<file path="config.mk">
export PLATFORM = sky130hd
export DESIGN_NAME = scwd_board_flat
export DESIGN_NICKNAME = d
export VERILOG_FILES = /design/src/rtl/scwd_pkg.sv /design/src/rtl/scwd_link_if.sv /design/src/rtl/scwd_board.sv /design/src/flat_wrapper.sv
export VERILOG_INCLUDE_DIRS = /design/src /design/src/rtl
export SDC_FILE = /design/constraint.sdc
export NUM_CORES = 1
export LEC_CHECK = 0
export ABC_AREA = 1
export BUFFER_PORTS_ARGS = -buffer_cell sky130_fd_sc_hd__buf_2
export CORE_ASPECT_RATIO = 2
export CORE_MARGIN = 3
export CORE_UTILIZATION = 53
export CTS_CLUSTER_DIAMETER = 80
export DETAILED_ROUTE_END_ITERATION = 8
export PLACE_DENSITY = 0.72
export SLEW_MARGIN = 25
export SYNTH_ARGS = -nofsm -noshare
export SYNTH_HDL_FRONTEND = slang
export SYNTH_SLANG_ARGS = --single-unit
</file>
<file path="constraint.sdc">
create_clock -name clk -period 2.3 [get_ports clk]
set_input_delay 0.23 -clock clk [delete_from_list [all_inputs] [get_ports clk]]
set_output_delay 0.23 -clock clk [all_outputs]
set_load 0.1 [all_outputs]
</file>
<file path="src/rtl/scwd_defines.svh">
// Shared constants for the wake-up and command-dispatch link
`ifndef SCWD_DEFINES_SVH
`define SCWD_DEFINES_SVH

// Wake-up port codes
`define SCWD_PORT_RELEASE 8'h00
`define SCWD_PORT_START 8'h01
`define SCWD_PORT_RESET 8'h02

// Block placement and byte offsets
`define SCWD_WK_SHIFT 4'h4
`define SCWD_WK_CCB_OFS 20'h00002
`define SCWD_CCB_BUSY_OFS 20'h00001
`define SCWD_CCB_INV_OFS 20'h00002
`define SCWD_INV_STAT_OFS 20'h00001
`define SCWD_INV_SEM_OFS 20'h00003
`define SCWD_INV_IOPB_OFS 20'h00008
`define SCWD_IOPB_DEV_OFS 20'h00008
`define SCWD_PTR_BYTES 3'h3
`define SCWD_IOPB_BYTES 3'h5
`define SCWD_ONE_BYTE 3'h1

// Flag and status values
`define SCWD_SEM_FREE 8'h00
`define SCWD_SEM_POSTED 8'hff
`define SCWD_BUSY_CLEAR 8'h00
`define SCWD_ST_OK 8'h00
`define SCWD_ST_ERR 8'h80
`define SCWD_MOD_NOINT_BIT 3

// Device type codes
`define SCWD_DEV_HARD 16'h0000
`define SCWD_DEV_FLEX8 16'h0001
`define SCWD_DEV_FLEX5 16'h0003
`define SCWD_DEV_TAPE 16'h0004

// Function applicability, bit n set means function code n accepted
`define SCWD_FN_MASK_HARD 32'h0000f9ff
`define SCWD_FN_MASK_FLEX 32'h000081ff
`define SCWD_FN_MASK_TAPE 32'h00174053
`define SCWD_FN_MASK_NONE 32'h00000000
// Long-term functions: seek 08, rewind 11, space file mark 12
`define SCWD_FN_LONG 32'h00060100
`define SCWD_FN_LIMIT 8'h20

`endif

</file>
<file path="src/rtl/scwd_pkg.sv">
// Types shared by both ends of the wake-up link
package scwd_pkg;
   typedef enum logic [3:0] {
      SCWD_D_IDLE = 4'h0,
      SCWD_D_RESET = 4'h1,
      SCWD_D_RD = 4'h2,
      SCWD_D_WR = 4'h3,
      SCWD_D_WK_DONE = 4'h4,
      SCWD_D_LINKED = 4'h5,
      SCWD_D_CCB_DONE = 4'h6,
      SCWD_D_INV_DONE = 4'h7,
      SCWD_D_IOPB_DONE = 4'h8,
      SCWD_D_EXEC = 4'h9,
      SCWD_D_SEM = 4'ha,
      SCWD_D_SEM_CHK = 4'hb,
      SCWD_D_SEM_SET = 4'hc,
      SCWD_D_NOTIFY = 4'hd
   } scwd_dev_st_t;

   typedef enum logic [1:0] {
      SCWD_H_IDLE = 2'h0,
      SCWD_H_RELEASE = 2'h1,
      SCWD_H_START = 2'h2
   } scwd_host_st_t;
endpackage : scwd_pkg

</file>
<file path="src/rtl/scwd_link_if.sv">
// Wake-up port, shared-memory byte bus and interrupt between host and board
`timescale 1ns/10ps
interface scwd_link_if (
   input wire logic clk
);
   logic port_wr;
   logic [7:0] port_data;
   logic mem_req;
   logic mem_we;
   logic [19:0] mem_addr;
   logic [7:0] mem_wdata;
   logic mem_ack;
   logic [7:0] mem_rdata;
   logic irq;

   modport board (
      input port_wr, port_data, mem_ack, mem_rdata,
      output mem_req, mem_we, mem_addr, mem_wdata, irq
   );
   modport host (
      output port_wr, port_data, mem_ack, mem_rdata,
      input mem_req, mem_we, mem_addr, mem_wdata, irq
   );
endinterface : scwd_link_if

</file>
<file path="src/rtl/scwd_board.sv">
// Board end: wake-up port decode, block fetch, function dispatch, interrupts
//
// Overview of operation
// Host must cold-start after every power loss
// After cold start, functions accepted any order
// Host reserves wake, channel, invocation, parameter blocks
// Wake-up block sits at jumper value times sixteen
// Board zeroes busy flag when cold start completes
// Port write 02 puts board in reset
// Port write 00 releases reset before start
// First start reads wake block, clears busy
// Later starts read channel control block instead
// Short-term function: one suppressible completion interrupt
// Long-term: suppressible interrupt, then forced second
// Decode function codes 00 through 08
// Spin-down 0B for disk drives only
// Codes 0C-11 decoded, accepted per device type
// Tape-only codes 12 and 14 recognised
// Enhancements off unless host selects them
// Post status only while semaphore 00, then FF
// Device type from two-byte parameter code
// Function code taken from parameter byte 11
// Bad or inapplicable code refused with error
`timescale 1ns/10ps
`include "scwd_defines.svh"
module scwd_board
   import scwd_pkg::*;
(
   // Clock and reset
   input wire logic clk,
   input wire logic srst,
   // Link to the host
   scwd_link_if.board link,
   // Jumpers
   input wire logic [15:0] wake_jumper,
   input wire logic addr20_mode,
   // Drive-level sequencer
   output logic drive_start,
   output logic [7:0] drive_func,
   output logic [7:0] drive_unit,
   output logic [15:0] drive_type,
   input wire logic drive_online_done,
   input wire logic drive_error,
   input wire logic drive_offline_done,
   // Board state
   output logic board_in_reset,
   output logic board_linked
);
   scwd_dev_st_t st_ff;
   scwd_dev_st_t ret_ff;
   logic [19:0] base_ff;
   logic [2:0] cnt_ff;
   logic [2:0] idx_ff;
   logic [7:0] byte_ff [0:4];
   logic [7:0] wdata_ff;
   logic [19:0] ccb_ff;
   logic [19:0] inv_ff;
   logic [19:0] iopb_ff;
   logic [7:0] status_ff;
   logic suppress_ff;
   logic long_ff;
   logic off_pend_ff;
   logic off_irq_ff;
   logic mem_req_ff;
   logic mem_we_ff;
   logic [19:0] mem_addr_ff;
   logic [7:0] mem_wdata_ff;
   logic irq_ff;
   logic drive_start_ff;
   logic [7:0] drive_func_ff;
   logic [7:0] drive_unit_ff;
   logic [15:0] drive_type_ff;
   logic in_reset_ff;
   logic linked_ff;

   // Port decode
   wire port_reset = link.port_wr && (link.port_data == `SCWD_PORT_RESET);
   wire port_release = link.port_wr && (link.port_data == `SCWD_PORT_RELEASE);
   wire port_start = link.port_wr && (link.port_data == `SCWD_PORT_START);

   // Wake-up block address; 16-bit mode drops the top jumper digit
   wire [19:0] wk_addr20 = {wake_jumper, 4'h0};
   wire [19:0] wk_addr16 = {4'h0, wake_jumper[11:0], 4'h0};
   wire [19:0] wk_addr = addr20_mode ? wk_addr20 : wk_addr16;

   // Gathered pointer, three little-endian bytes
   wire [19:0] ptr_bytes = {byte_ff[2][3:0], byte_ff[1], byte_ff[0]};

   // Parameter block fields
   wire [15:0] dev_code = {byte_ff[1], byte_ff[0]};
   wire [7:0] unit_code = byte_ff[2];
   wire [7:0] fn_code = byte_ff[3];
   wire [7:0] mod_code = byte_ff[4];

   // Applicability per device type, unknown types accept nothing
   wire [31:0] fn_mask =
      (dev_code == `SCWD_DEV_HARD) ? `SCWD_FN_MASK_HARD :
      ((dev_code == `SCWD_DEV_FLEX8) || (dev_code == `SCWD_DEV_FLEX5)) ?
         `SCWD_FN_MASK_FLEX :
      (dev_code == `SCWD_DEV_TAPE) ? `SCWD_FN_MASK_TAPE : `SCWD_FN_MASK_NONE;
   wire fn_in_range = fn_code < `SCWD_FN_LIMIT;
   wire fn_ok = fn_in_range && fn_mask[fn_code[4:0]];
   wire [31:0] long_mask = `SCWD_FN_LONG;
   wire fn_long = fn_in_range && long_mask[fn_code[4:0]];
   // Suppression only when the modifier bit asks; zero keeps old behaviour
   wire fn_noint = mod_code[`SCWD_MOD_NOINT_BIT];

   // Byte transfer progress
   wire xfer_st = (st_ff == SCWD_D_RD) || (st_ff == SCWD_D_WR);
   wire xfer_last = (idx_ff == (cnt_ff - 3'h1));
   wire notify_irq = (st_ff == SCWD_D_NOTIFY) && !suppress_ff;
   wire off_irq_go = off_irq_ff && !notify_irq && !irq_ff; // Gap after any pulse

   // Main sequencer; reset code aborts whatever is in flight
   always_ff @(posedge clk)
   begin
      if (srst || port_reset)
      begin
         st_ff <= SCWD_D_RESET;
         ret_ff <= SCWD_D_IDLE;
         base_ff <= 20'h00000;
         cnt_ff <= 3'h0;
         linked_ff <= 1'b0;
      end
      else
      begin
         unique case (st_ff)
            SCWD_D_RESET:
               if (port_release) st_ff <= SCWD_D_IDLE;
            SCWD_D_IDLE:
               if (port_start && !linked_ff)
               begin
                  base_ff <= wk_addr + `SCWD_WK_CCB_OFS;
                  cnt_ff <= `SCWD_PTR_BYTES;
                  ret_ff <= SCWD_D_WK_DONE;
                  st_ff <= SCWD_D_RD;
               end
               else if (port_start)
               begin
                  base_ff <= ccb_ff + `SCWD_CCB_INV_OFS;
                  cnt_ff <= `SCWD_PTR_BYTES;
                  ret_ff <= SCWD_D_CCB_DONE;
                  st_ff <= SCWD_D_RD;
               end
            SCWD_D_RD, SCWD_D_WR:
               if (link.mem_ack && xfer_last) st_ff <= ret_ff;
            SCWD_D_WK_DONE:
            begin
               base_ff <= ptr_bytes + `SCWD_CCB_BUSY_OFS;
               cnt_ff <= `SCWD_ONE_BYTE;
               ret_ff <= SCWD_D_LINKED;
               st_ff <= SCWD_D_WR;
            end
            SCWD_D_LINKED:
            begin
               linked_ff <= 1'b1;
               st_ff <= SCWD_D_IDLE;
            end
            SCWD_D_CCB_DONE:
            begin
               base_ff <= ptr_bytes + `SCWD_INV_IOPB_OFS;
               cnt_ff <= `SCWD_PTR_BYTES;
               ret_ff <= SCWD_D_INV_DONE;
               st_ff <= SCWD_D_RD;
            end
            SCWD_D_INV_DONE:
            begin
               base_ff <= ptr_bytes + `SCWD_IOPB_DEV_OFS;
               cnt_ff <= `SCWD_IOPB_BYTES;
               ret_ff <= SCWD_D_IOPB_DONE;
               st_ff <= SCWD_D_RD;
            end
            SCWD_D_IOPB_DONE:
               st_ff <= fn_ok ? SCWD_D_EXEC : SCWD_D_SEM;
            SCWD_D_EXEC:
               if (drive_online_done) st_ff <= SCWD_D_SEM;
            SCWD_D_SEM:
            begin
               base_ff <= inv_ff + `SCWD_INV_SEM_OFS;
               cnt_ff <= `SCWD_ONE_BYTE;
               ret_ff <= SCWD_D_SEM_CHK;
               st_ff <= SCWD_D_RD;
            end
            SCWD_D_SEM_CHK:
               // Host still holds the last status: poll again
               if (byte_ff[0] == `SCWD_SEM_FREE)
               begin
                  base_ff <= inv_ff + `SCWD_INV_STAT_OFS;
                  cnt_ff <= `SCWD_ONE_BYTE;
                  ret_ff <= SCWD_D_SEM_SET;
                  st_ff <= SCWD_D_WR;
               end
               else
                  st_ff <= SCWD_D_SEM;
            SCWD_D_SEM_SET:
            begin
               base_ff <= inv_ff + `SCWD_INV_SEM_OFS;
               cnt_ff <= `SCWD_ONE_BYTE;
               ret_ff <= SCWD_D_NOTIFY;
               st_ff <= SCWD_D_WR;
            end
            SCWD_D_NOTIFY:
               st_ff <= SCWD_D_IDLE;
            default:
               st_ff <= SCWD_D_IDLE;
         endcase
      end
   end

   // Byte bus master; request drops on ack so the host sees fresh edges
   always_ff @(posedge clk)
   begin
      if (srst || port_reset)
      begin
         mem_req_ff <= 1'b0;
         mem_we_ff <= 1'b0;
         mem_addr_ff <= 20'h00000;
         idx_ff <= 3'h0;
      end
      else if (xfer_st && link.mem_ack)
      begin
         mem_req_ff <= 1'b0;
         idx_ff <= xfer_last ? 3'h0 : idx_ff + 3'h1;
      end
      else if (xfer_st && !mem_req_ff)
      begin
         mem_req_ff <= 1'b1;
         mem_we_ff <= (st_ff == SCWD_D_WR);
         mem_addr_ff <= base_ff + {17'h00000, idx_ff};
      end
   end

   // Read data capture and write data source
   always_ff @(posedge clk)
   begin
      if (st_ff == SCWD_D_RD && link.mem_ack) byte_ff[idx_ff] <= link.mem_rdata;
      mem_wdata_ff <= wdata_ff;
   end

   // Pointer capture and write data choice per step
   always_ff @(posedge clk)
   begin
      if (srst)
      begin
         ccb_ff <= 20'h00000;
         inv_ff <= 20'h00000;
         iopb_ff <= 20'h00000;
         wdata_ff <= 8'h00;
         status_ff <= `SCWD_ST_OK;
      end
      else
      begin
         if (st_ff == SCWD_D_WK_DONE) ccb_ff <= ptr_bytes;
         if (st_ff == SCWD_D_CCB_DONE) inv_ff <= ptr_bytes;
         if (st_ff == SCWD_D_INV_DONE) iopb_ff <= ptr_bytes;
         if (st_ff == SCWD_D_WK_DONE) wdata_ff <= `SCWD_BUSY_CLEAR;
         if (st_ff == SCWD_D_SEM_CHK) wdata_ff <= status_ff;
         if (st_ff == SCWD_D_SEM_SET) wdata_ff <= `SCWD_SEM_POSTED;
         if (st_ff == SCWD_D_IOPB_DONE && !fn_ok) status_ff <= `SCWD_ST_ERR;
         if (st_ff == SCWD_D_IOPB_DONE && fn_ok) status_ff <= `SCWD_ST_OK;
         if (st_ff == SCWD_D_EXEC && drive_online_done && drive_error)
            status_ff <= `SCWD_ST_ERR;
      end
   end

   // Drive dispatch; refused codes never pulse the drive
   always_ff @(posedge clk)
   begin
      if (srst || port_reset)
      begin
         drive_start_ff <= 1'b0;
         drive_func_ff <= 8'h00;
         drive_unit_ff <= 8'h00;
         drive_type_ff <= 16'h0000;
         suppress_ff <= 1'b0;
         long_ff <= 1'b0;
      end
      else
      begin
         drive_start_ff <= (st_ff == SCWD_D_IOPB_DONE) && fn_ok;
         if (st_ff == SCWD_D_IOPB_DONE)
         begin
            drive_func_ff <= fn_code;
            drive_unit_ff <= unit_code;
            drive_type_ff <= dev_code;
            suppress_ff <= fn_noint;
            long_ff <= fn_ok && fn_long;
         end
      end
   end

   // Interrupts; off-line completion is never masked and waits two cycles
   // if it collides with a completion pulse. Arrival beats the clear.
   always_ff @(posedge clk)
   begin
      if (srst || port_reset)
      begin
         off_pend_ff <= 1'b0;
         off_irq_ff <= 1'b0;
         irq_ff <= 1'b0;
      end
      else
      begin
         if (st_ff == SCWD_D_NOTIFY && long_ff) off_pend_ff <= 1'b1;
         else if (off_pend_ff && drive_offline_done) off_pend_ff <= 1'b0;
         off_irq_ff <= (off_pend_ff && drive_offline_done) || (off_irq_ff && !off_irq_go);
         irq_ff <= notify_irq || off_irq_go;
      end
   end

   // Status flags for the user side
   always_ff @(posedge clk)
   begin
      if (srst) in_reset_ff <= 1'b1;
      else in_reset_ff <= (port_reset || (in_reset_ff && !port_release));
   end

   assign link.mem_req = mem_req_ff;
   assign link.mem_we = mem_we_ff;
   assign link.mem_addr = mem_addr_ff;
   assign link.mem_wdata = mem_wdata_ff;
   assign link.irq = irq_ff;
   assign drive_start = drive_start_ff;
   assign drive_func = drive_func_ff;
   assign drive_unit = drive_unit_ff;
   assign drive_type = drive_type_ff;
   assign board_in_reset = in_reset_ff;
   assign board_linked = linked_ff;
endmodule : scwd_board

</file>
<file path="src/flat_wrapper.sv">
// flat-port wrapper written by rule: the top's interface ports become plain ports
module scwd_board_flat import scwd_pkg::*;
  (clk, srst, wake_jumper, addr20_mode, drive_start, drive_func, drive_unit, drive_type, drive_online_done, drive_error, drive_offline_done, board_in_reset, board_linked, link_port_wr, link_port_data, link_mem_ack, link_mem_rdata, link_mem_req, link_mem_we, link_mem_addr, link_mem_wdata, link_irq);
  scwd_link_if link_i (.clk(clk));
  input wire logic clk;
  input wire logic srst;
  input wire logic [15:0] wake_jumper;
  input wire logic addr20_mode;
  output logic drive_start;
  output logic [7:0] drive_func;
  output logic [7:0] drive_unit;
  output logic [15:0] drive_type;
  input wire logic drive_online_done;
  input wire logic drive_error;
  input wire logic drive_offline_done;
  output logic board_in_reset;
  output logic board_linked;
  input wire logic [$bits(link_i.port_wr)-1:0] link_port_wr;
  input wire logic [$bits(link_i.port_data)-1:0] link_port_data;
  input wire logic [$bits(link_i.mem_ack)-1:0] link_mem_ack;
  input wire logic [$bits(link_i.mem_rdata)-1:0] link_mem_rdata;
  output wire logic [$bits(link_i.mem_req)-1:0] link_mem_req;
  output wire logic [$bits(link_i.mem_we)-1:0] link_mem_we;
  output wire logic [$bits(link_i.mem_addr)-1:0] link_mem_addr;
  output wire logic [$bits(link_i.mem_wdata)-1:0] link_mem_wdata;
  output wire logic [$bits(link_i.irq)-1:0] link_irq;
  assign link_i.port_wr = link_port_wr;
  assign link_i.port_data = link_port_data;
  assign link_i.mem_ack = link_mem_ack;
  assign link_i.mem_rdata = link_mem_rdata;
  assign link_mem_req = link_i.mem_req;
  assign link_mem_we = link_i.mem_we;
  assign link_mem_addr = link_i.mem_addr;
  assign link_mem_wdata = link_i.mem_wdata;
  assign link_irq = link_i.irq;
  scwd_board u_core (.clk(clk), .srst(srst), .link(link_i), .wake_jumper(wake_jumper), .addr20_mode(addr20_mode), .drive_start(drive_start), .drive_func(drive_func), .drive_unit(drive_unit), .drive_type(drive_type), .drive_online_done(drive_online_done), .drive_error(drive_error), .drive_offline_done(drive_offline_done), .board_in_reset(board_in_reset), .board_linked(board_linked));
endmodule
</file>
Word-level counts from Yosys, hierarchy flattened:

Memory sizes are Yosys's and may differ from the RTL's. A register that Yosys moved wholly into a read port is not among the register bits.
Cells that the tools add are included.
W data, S select, Z words.

* flip-flop bits (word level): 152
* RAM bits: 40
* memory bits (read-only): 32
* input port bits: 40
* output and inout port bits: 66
* logic and storage cells: 157
* memories: 2

Memory list
* u_core.byte_ff: words 5, bits a word 8, read ports 5, clocked after memory_dff 1, write ports 1, RTL line scwd_board.sv:54 `logic [7:0] byte_ff [0:4];`
* (no name shown): words 32, bits a word 1, read ports 1, clocked after memory_dff 0, write ports 0, RTL line scwd_board.sv:104 `wire fn_long = fn_in_range && long_mask[fn_code[4:0]];`

* add/sub/neg operators: 9
* magnitude comparators: 2
* equal/unequal tests: 24
* multiplexer cells: 38
* bitwise operators: 1
* reduce and logical (&&, ||, !) cells: 58

Operator list (count)
* $pmux W20 S5: 1
* $mux W20: 4
* $mux W32: 2
* $add A20 B2 Y20 const B: 3
* $mux W8: 6
* $add A20 B1 Y20 const B: 2
* $mux W4: 9
* $pmux W4 S8: 1
* $pmux W4 S7: 1
* $eq A4 B4 Y1 const B: 6
* $logic_and A1 B1 Y1: 22
* $mux W21: 1
* $add A20 B3 Y20: 1
* $add A20 B4 Y20 const B: 1
* $eq A16 B1 Y1 const B: 1
* $eq A16 B2 Y1 const B: 1
* $eq A16 B3 Y1 const B: 1
* $eq A4 B3 Y1 const B: 4
* $logic_not A16 Y1: 1
* $logic_not A8 Y1: 2
* $pmux W3 S5: 1
* $mux W3: 4
* $reduce_bool A5 Y1: 2
* $reduce_or A2 Y1: 5
* other kinds (26): 50

Logic depth before layout (Yosys ltp):

An unclocked memory read counts as a cell.

* word-level depth: 13
* mapped depth: 18
* depth with buffers taken out: 18

Worst setup path before layout:

OpenSTA, ideal clock, no wires.

* path kind: flip-flop to flip-flop
* start point: register u_core.linked_ff, in the netlist u_core.board_linked
* end point: register u_core.base_ff[9]
* setup time: 0.070 ns
* data arrival time: 2.711 ns
* required time: 2.230 ns
* slack: -0.481 ns
* cell stages (with the launch flop): 14
* buffers on the path: 1
* clock period less this slack: 2.781 ns
* cells stage by stage: dfxtp_1 inv_1 nand3_4 buf_2 nand2_1 inv_1 ha_1 inv_1 nor2_1 nand3_1 nor2_2 xor2_1 nand2_1 a21oi_1

* word-level cells in the longest chain between the ends: 4
* elaborated cells between the ends (all ways): 6
* those cells by class: eq/ne: 1; mux: 2; reduce/logical: 3

Ends and longest elaborated chain
* start, declared: RTL line scwd_board.sv:74 `logic linked_ff;`
* start signal, assigned: RTL line scwd_board.sv:123 `linked_ff <= 1'b0;`
* start signal, assigned: RTL line scwd_board.sv:156 `linked_ff <= 1'b1;`
* $logic_not A1 Y1 *: RTL line scwd_board.sv:131 `if (port_start && !linked_ff)`
* $logic_and A1 B1 Y1 *: RTL line scwd_board.sv:131
* $mux W20 or $ne A3 B1 Y1 (tied branches)
* $pmux W20 S5 or $reduce_and A3 Y1 (tied branches)
* end signal, assigned: RTL line scwd_board.sv:133 `` base_ff <= wk_addr + `SCWD_WK_CCB_OFS; ``
* end signal, assigned: RTL line scwd_board.sv:140 `` base_ff <= ccb_ff + `SCWD_CCB_INV_OFS; ``
* end signal, assigned: RTL line scwd_board.sv:149 `` base_ff <= ptr_bytes + `SCWD_CCB_BUSY_OFS; ``
* end, declared: RTL line scwd_board.sv:51 `logic [19:0] base_ff;`

Every way passes the cells marked *; elsewhere a longest branch is shown, timed or not.
A chain may end at the register's enable or synchronous reset.

Worst setup path after layout:

* start point: register u_core.st_ff[1]
* end point: register u_core.base_ff[14]

* word-level cells in the longest chain between the ends: 4
* elaborated cells between the ends (all ways): 14
* those cells by class: eq/ne: 8; mux: 1; reduce/logical: 5

Ends and longest elaborated chain
* start, declared: RTL line scwd_board.sv:49 `scwd_dev_st_t st_ff;`
* start signal, assigned: RTL line scwd_board.sv:146 `if (link.mem_ack && xfer_last) st_ff <= ret_ff;`
* start signal, assigned: RTL line scwd_board.sv:174 `st_ff <= fn_ok ? SCWD_D_EXEC : SCWD_D_SEM;`
* $eq A4 B3 Y1, or another cell as far along
* $reduce_or A2 Y1 (no source line)
* $reduce_bool A5 Y1 (no source line)
* $reduce_and A3 Y1 (no source line)

Parallel ways exist; a longest one is shown, timed or not.

==> reports/metrics.cfg <==
[die]
die-area_um2=19300
start_util=0.540
rows=68
io_pins=106
die_y_um=194
die_w_um=99.8
core_um2=17300

[place]
hpwl_mm=23.5
port_buffers=105
preCtsSetupSlack_ns=-0.184
globalplace.congestion=0.969

[clocking]
clock_latency_ns=0.43
clockBufferDepth=2
cts_tree=yes
clock_sinks=174
ctsRootBufferMaster=clkbuf_16
clk_pin_slew_ns=0.07
htreeDepth=4
hold_buffers=0
cts_made_buffers=17

[global_route]
antenna_found_initial=0
grt_max_degree=39
grt_use_total=0.315
overflow=0
grt_pass1_vias=9067
grt_pass1_wl_mm=47.7

[timing]
clock.fmax_ghz=0.419
final_max_slew_viol_count=0
hold_violations=0
slew_headroom=0.518
fin_crit_ns=2.39
setup_slack_ns=-0.0860
rsz0062_at_grt=yes
worst_pin_slew_ns=0.717
skew_ns=0.0105
period_share=1.04
final-setup-viol-count=9

[logic_synthesis]
yosys-top-cells-count=nand2_1, inv_1, dfxtp_1, a21oi_1, nor2_1
syn_inst=1317
ys_ff_latch=174
synth-edff-count=33
synth_top_area_frac=0.302
syn_nets=1371
avgSynthCellArea_um2=7.09
async_reset_ff_frac=0
seq_area_frac_synth=0.409
synth_most_common_cell=nand2_1
synth_warnings=0
synth_area_um2=9330
synth_top_flop_cell=dfxtp_1
synth_top_area_cell=dfxtp_1
yosys-top-cells-area=dfxtp_1, nand2_1, edfxtp_1
synth.distinct_cells=52

[drt]
wl_per_cell_um=17.7
drtIter0Drc=688
via_count=9532
postRouteAntennaNets=0
routed_wl_mm=30.5
viasPerCell=5.53
drc=0
drtPass1Iterations=5

[job]
max_cap_viol_count=0

[final_layout]
areaGrowthSynthToFinish_pct=23.7
fillers=1580
multi_input_area_um2=4810
insertedDiodeCount=0
finalNetCount=1555
final_util=0.668
seq_area_um2=3830
drive_gt1_frac=0.230

[status]
violations=negative setup slack
status=finished, violations left

[critical_path]
critPathKind=flip-flop to flip-flop
cp.required_ns=2.62
reg2reg_depth=16
cp_max_fo=3
critPathLaunch=u_core.st_ff[1]
crit_end=u_core.base_ff[14]
worstPathArrival_ns=2.70
end_kind=flip-flop
cp-start-kind=flip-flop
r2r-start=u_core.st_ff[1]
r2r_setup_slack_ns=-0.09
r2r-end=u_core.base_ff[14]

[pwr]
p_per_area_nw_per_um2=556
p_total_uw=6410
p_leak_uw=0.00514
irDropWorstVdd_mv=0.572

[worst_hold_path]
hp-class=input port to flip-flop

cell families (layout without fill, tap and decap cells):
kind of cell | after synthesis | in the layout | synth area share
buffers and inverters | 231 | 428 | 0.0993
adders and majority gates | 14 | 14 | 0.0204
and+or+nand+nor | 567 | 567 | 0.267
xor gates and xnor gates | 26 | 26 | 0.0244
AOI/OAI and AO/OA | 305 | 305 | 0.181
DFF | 174 | 174 | 0.409
stage by stage:
step	instances	instance area, µm²	setup TNS (ns)	hold WS (ns)
final	1724	11500	-0.446	0.0335
after global routing	1724	11500	-2.30	0.0265
after global placement	1671	10600	-0.868	0.377
after detailed placement	1671	10600	-1.61	0.375
after floorplan	1317	9360	-0.199	0.299
after CTS	1715	11300	-0.0179	0.0235
state kept, by name, indices dropped and copies added (netlist names), 2 cells and up:
signal	cells
u_core.byte_ff	33
u_core.base_ff	20
u_core.ccb_ff	20
u_core.inv_ff	20
u_core.link.mem_addr	20
u_core.drive_type	16
u_core.drive_func	8
u_core.drive_unit	8
u_core.ret_ff	4
u_core.st_ff	4
u_core.cnt_ff	3
u_core.idx_ff	3
u_core.link.mem_wdata	2
u_core.wdata_ff	2
critical path, stage by stage (launching register included):
cell      delay, ns
dfxtp_4        0.36
nor2_4         0.12
inv_2          0.06
nor2_4         0.09
nand2_2        0.08
nand2_2        0.08
inv_2          0.05
fa_2           0.33
inv_2          0.09
nand2_4        0.06
nor3_4         0.16
nand2_2        0.10
nor2_4         0.19
nand2_1        0.09
xnor2_1        0.13
a211oi_1       0.20
a21oi_1        0.09
worst min-delay path by stage:
stage	startpoint	end	depth (start not counted)
6_report	link_mem_rdata[5]	u_core.byte_ff[0][5]	1
3_5_place_dp	u_core.wdata_ff[6]	u_core.link.mem_wdata[6]	0
2_1_floorplan	srst	u_core.wdata_ff[6]	1
4_1_cts	link_mem_rdata[5]	u_core.byte_ff[0][5]	1
3_3_place_gp	u_core.wdata_ff[7]	u_core.link.mem_wdata[7]	0
5_1_grt	link_mem_rdata[5]	u_core.byte_ff[0][5]	1
repair_timing:
action	in CTS	in global routing
setup buffers	12	9
pin swaps	9	25
gates resized for setup	14	42
setup endpoints to repair	15	32
final cells by class:
class,instances,share of cell area
clock buffers,19,0.0375
clock inverters,13,0.00976
inverters,174,0.0568
multi-input cells,912,0.417
flip-flops and latches,174,0.332
well taps,210,0.0228
repair buffers,222,0.124
where the power goes:
group	switching (µW)	leakage [µW]	internal [µW]
clock	1260	0.000262	1490
sequential	75.3	0.00144	3160
combinational	266	0.00345	160
placed cells by master, fill, tap and decap left out, types with 4 or more instances in the layout:
master,n
a211oi_1,6
a21oi_1,117
a21oi_2,4
a221oi_1,4
a31oi_1,14
a41oi_1,4
buf_2,105
buf_4,113
clkbuf_16,17
clkinv_1,4
dfxtp_1,136
edfxtp_1,33
ha_1,9
inv_1,157
inv_2,13
nand2_1,279
nand2_2,17
nand3_1,48
nand3_2,6
nand4_1,39
nor2_1,108
nor2_2,17
nor2_4,8
nor3_1,19
nor4_1,5
o211ai_1,7
o21ai_0,113
o21ai_1,9
o21bai_1,8
or2_2,4
xnor2_1,7
xor2_1,19
metal layers:
metal	up-vias	GRT usage	routed length (µm)	share of wire
li1	4728	-	-	-
met1	4409	0.341	11300	0.37
met2	312	0.578	16300	0.53
met3	83	0.0385	1170	0.038
met4	0	0.167	1740	0.057
met5	-	0	0	0
No activity file was read; power rests on OpenSTA's default activity.
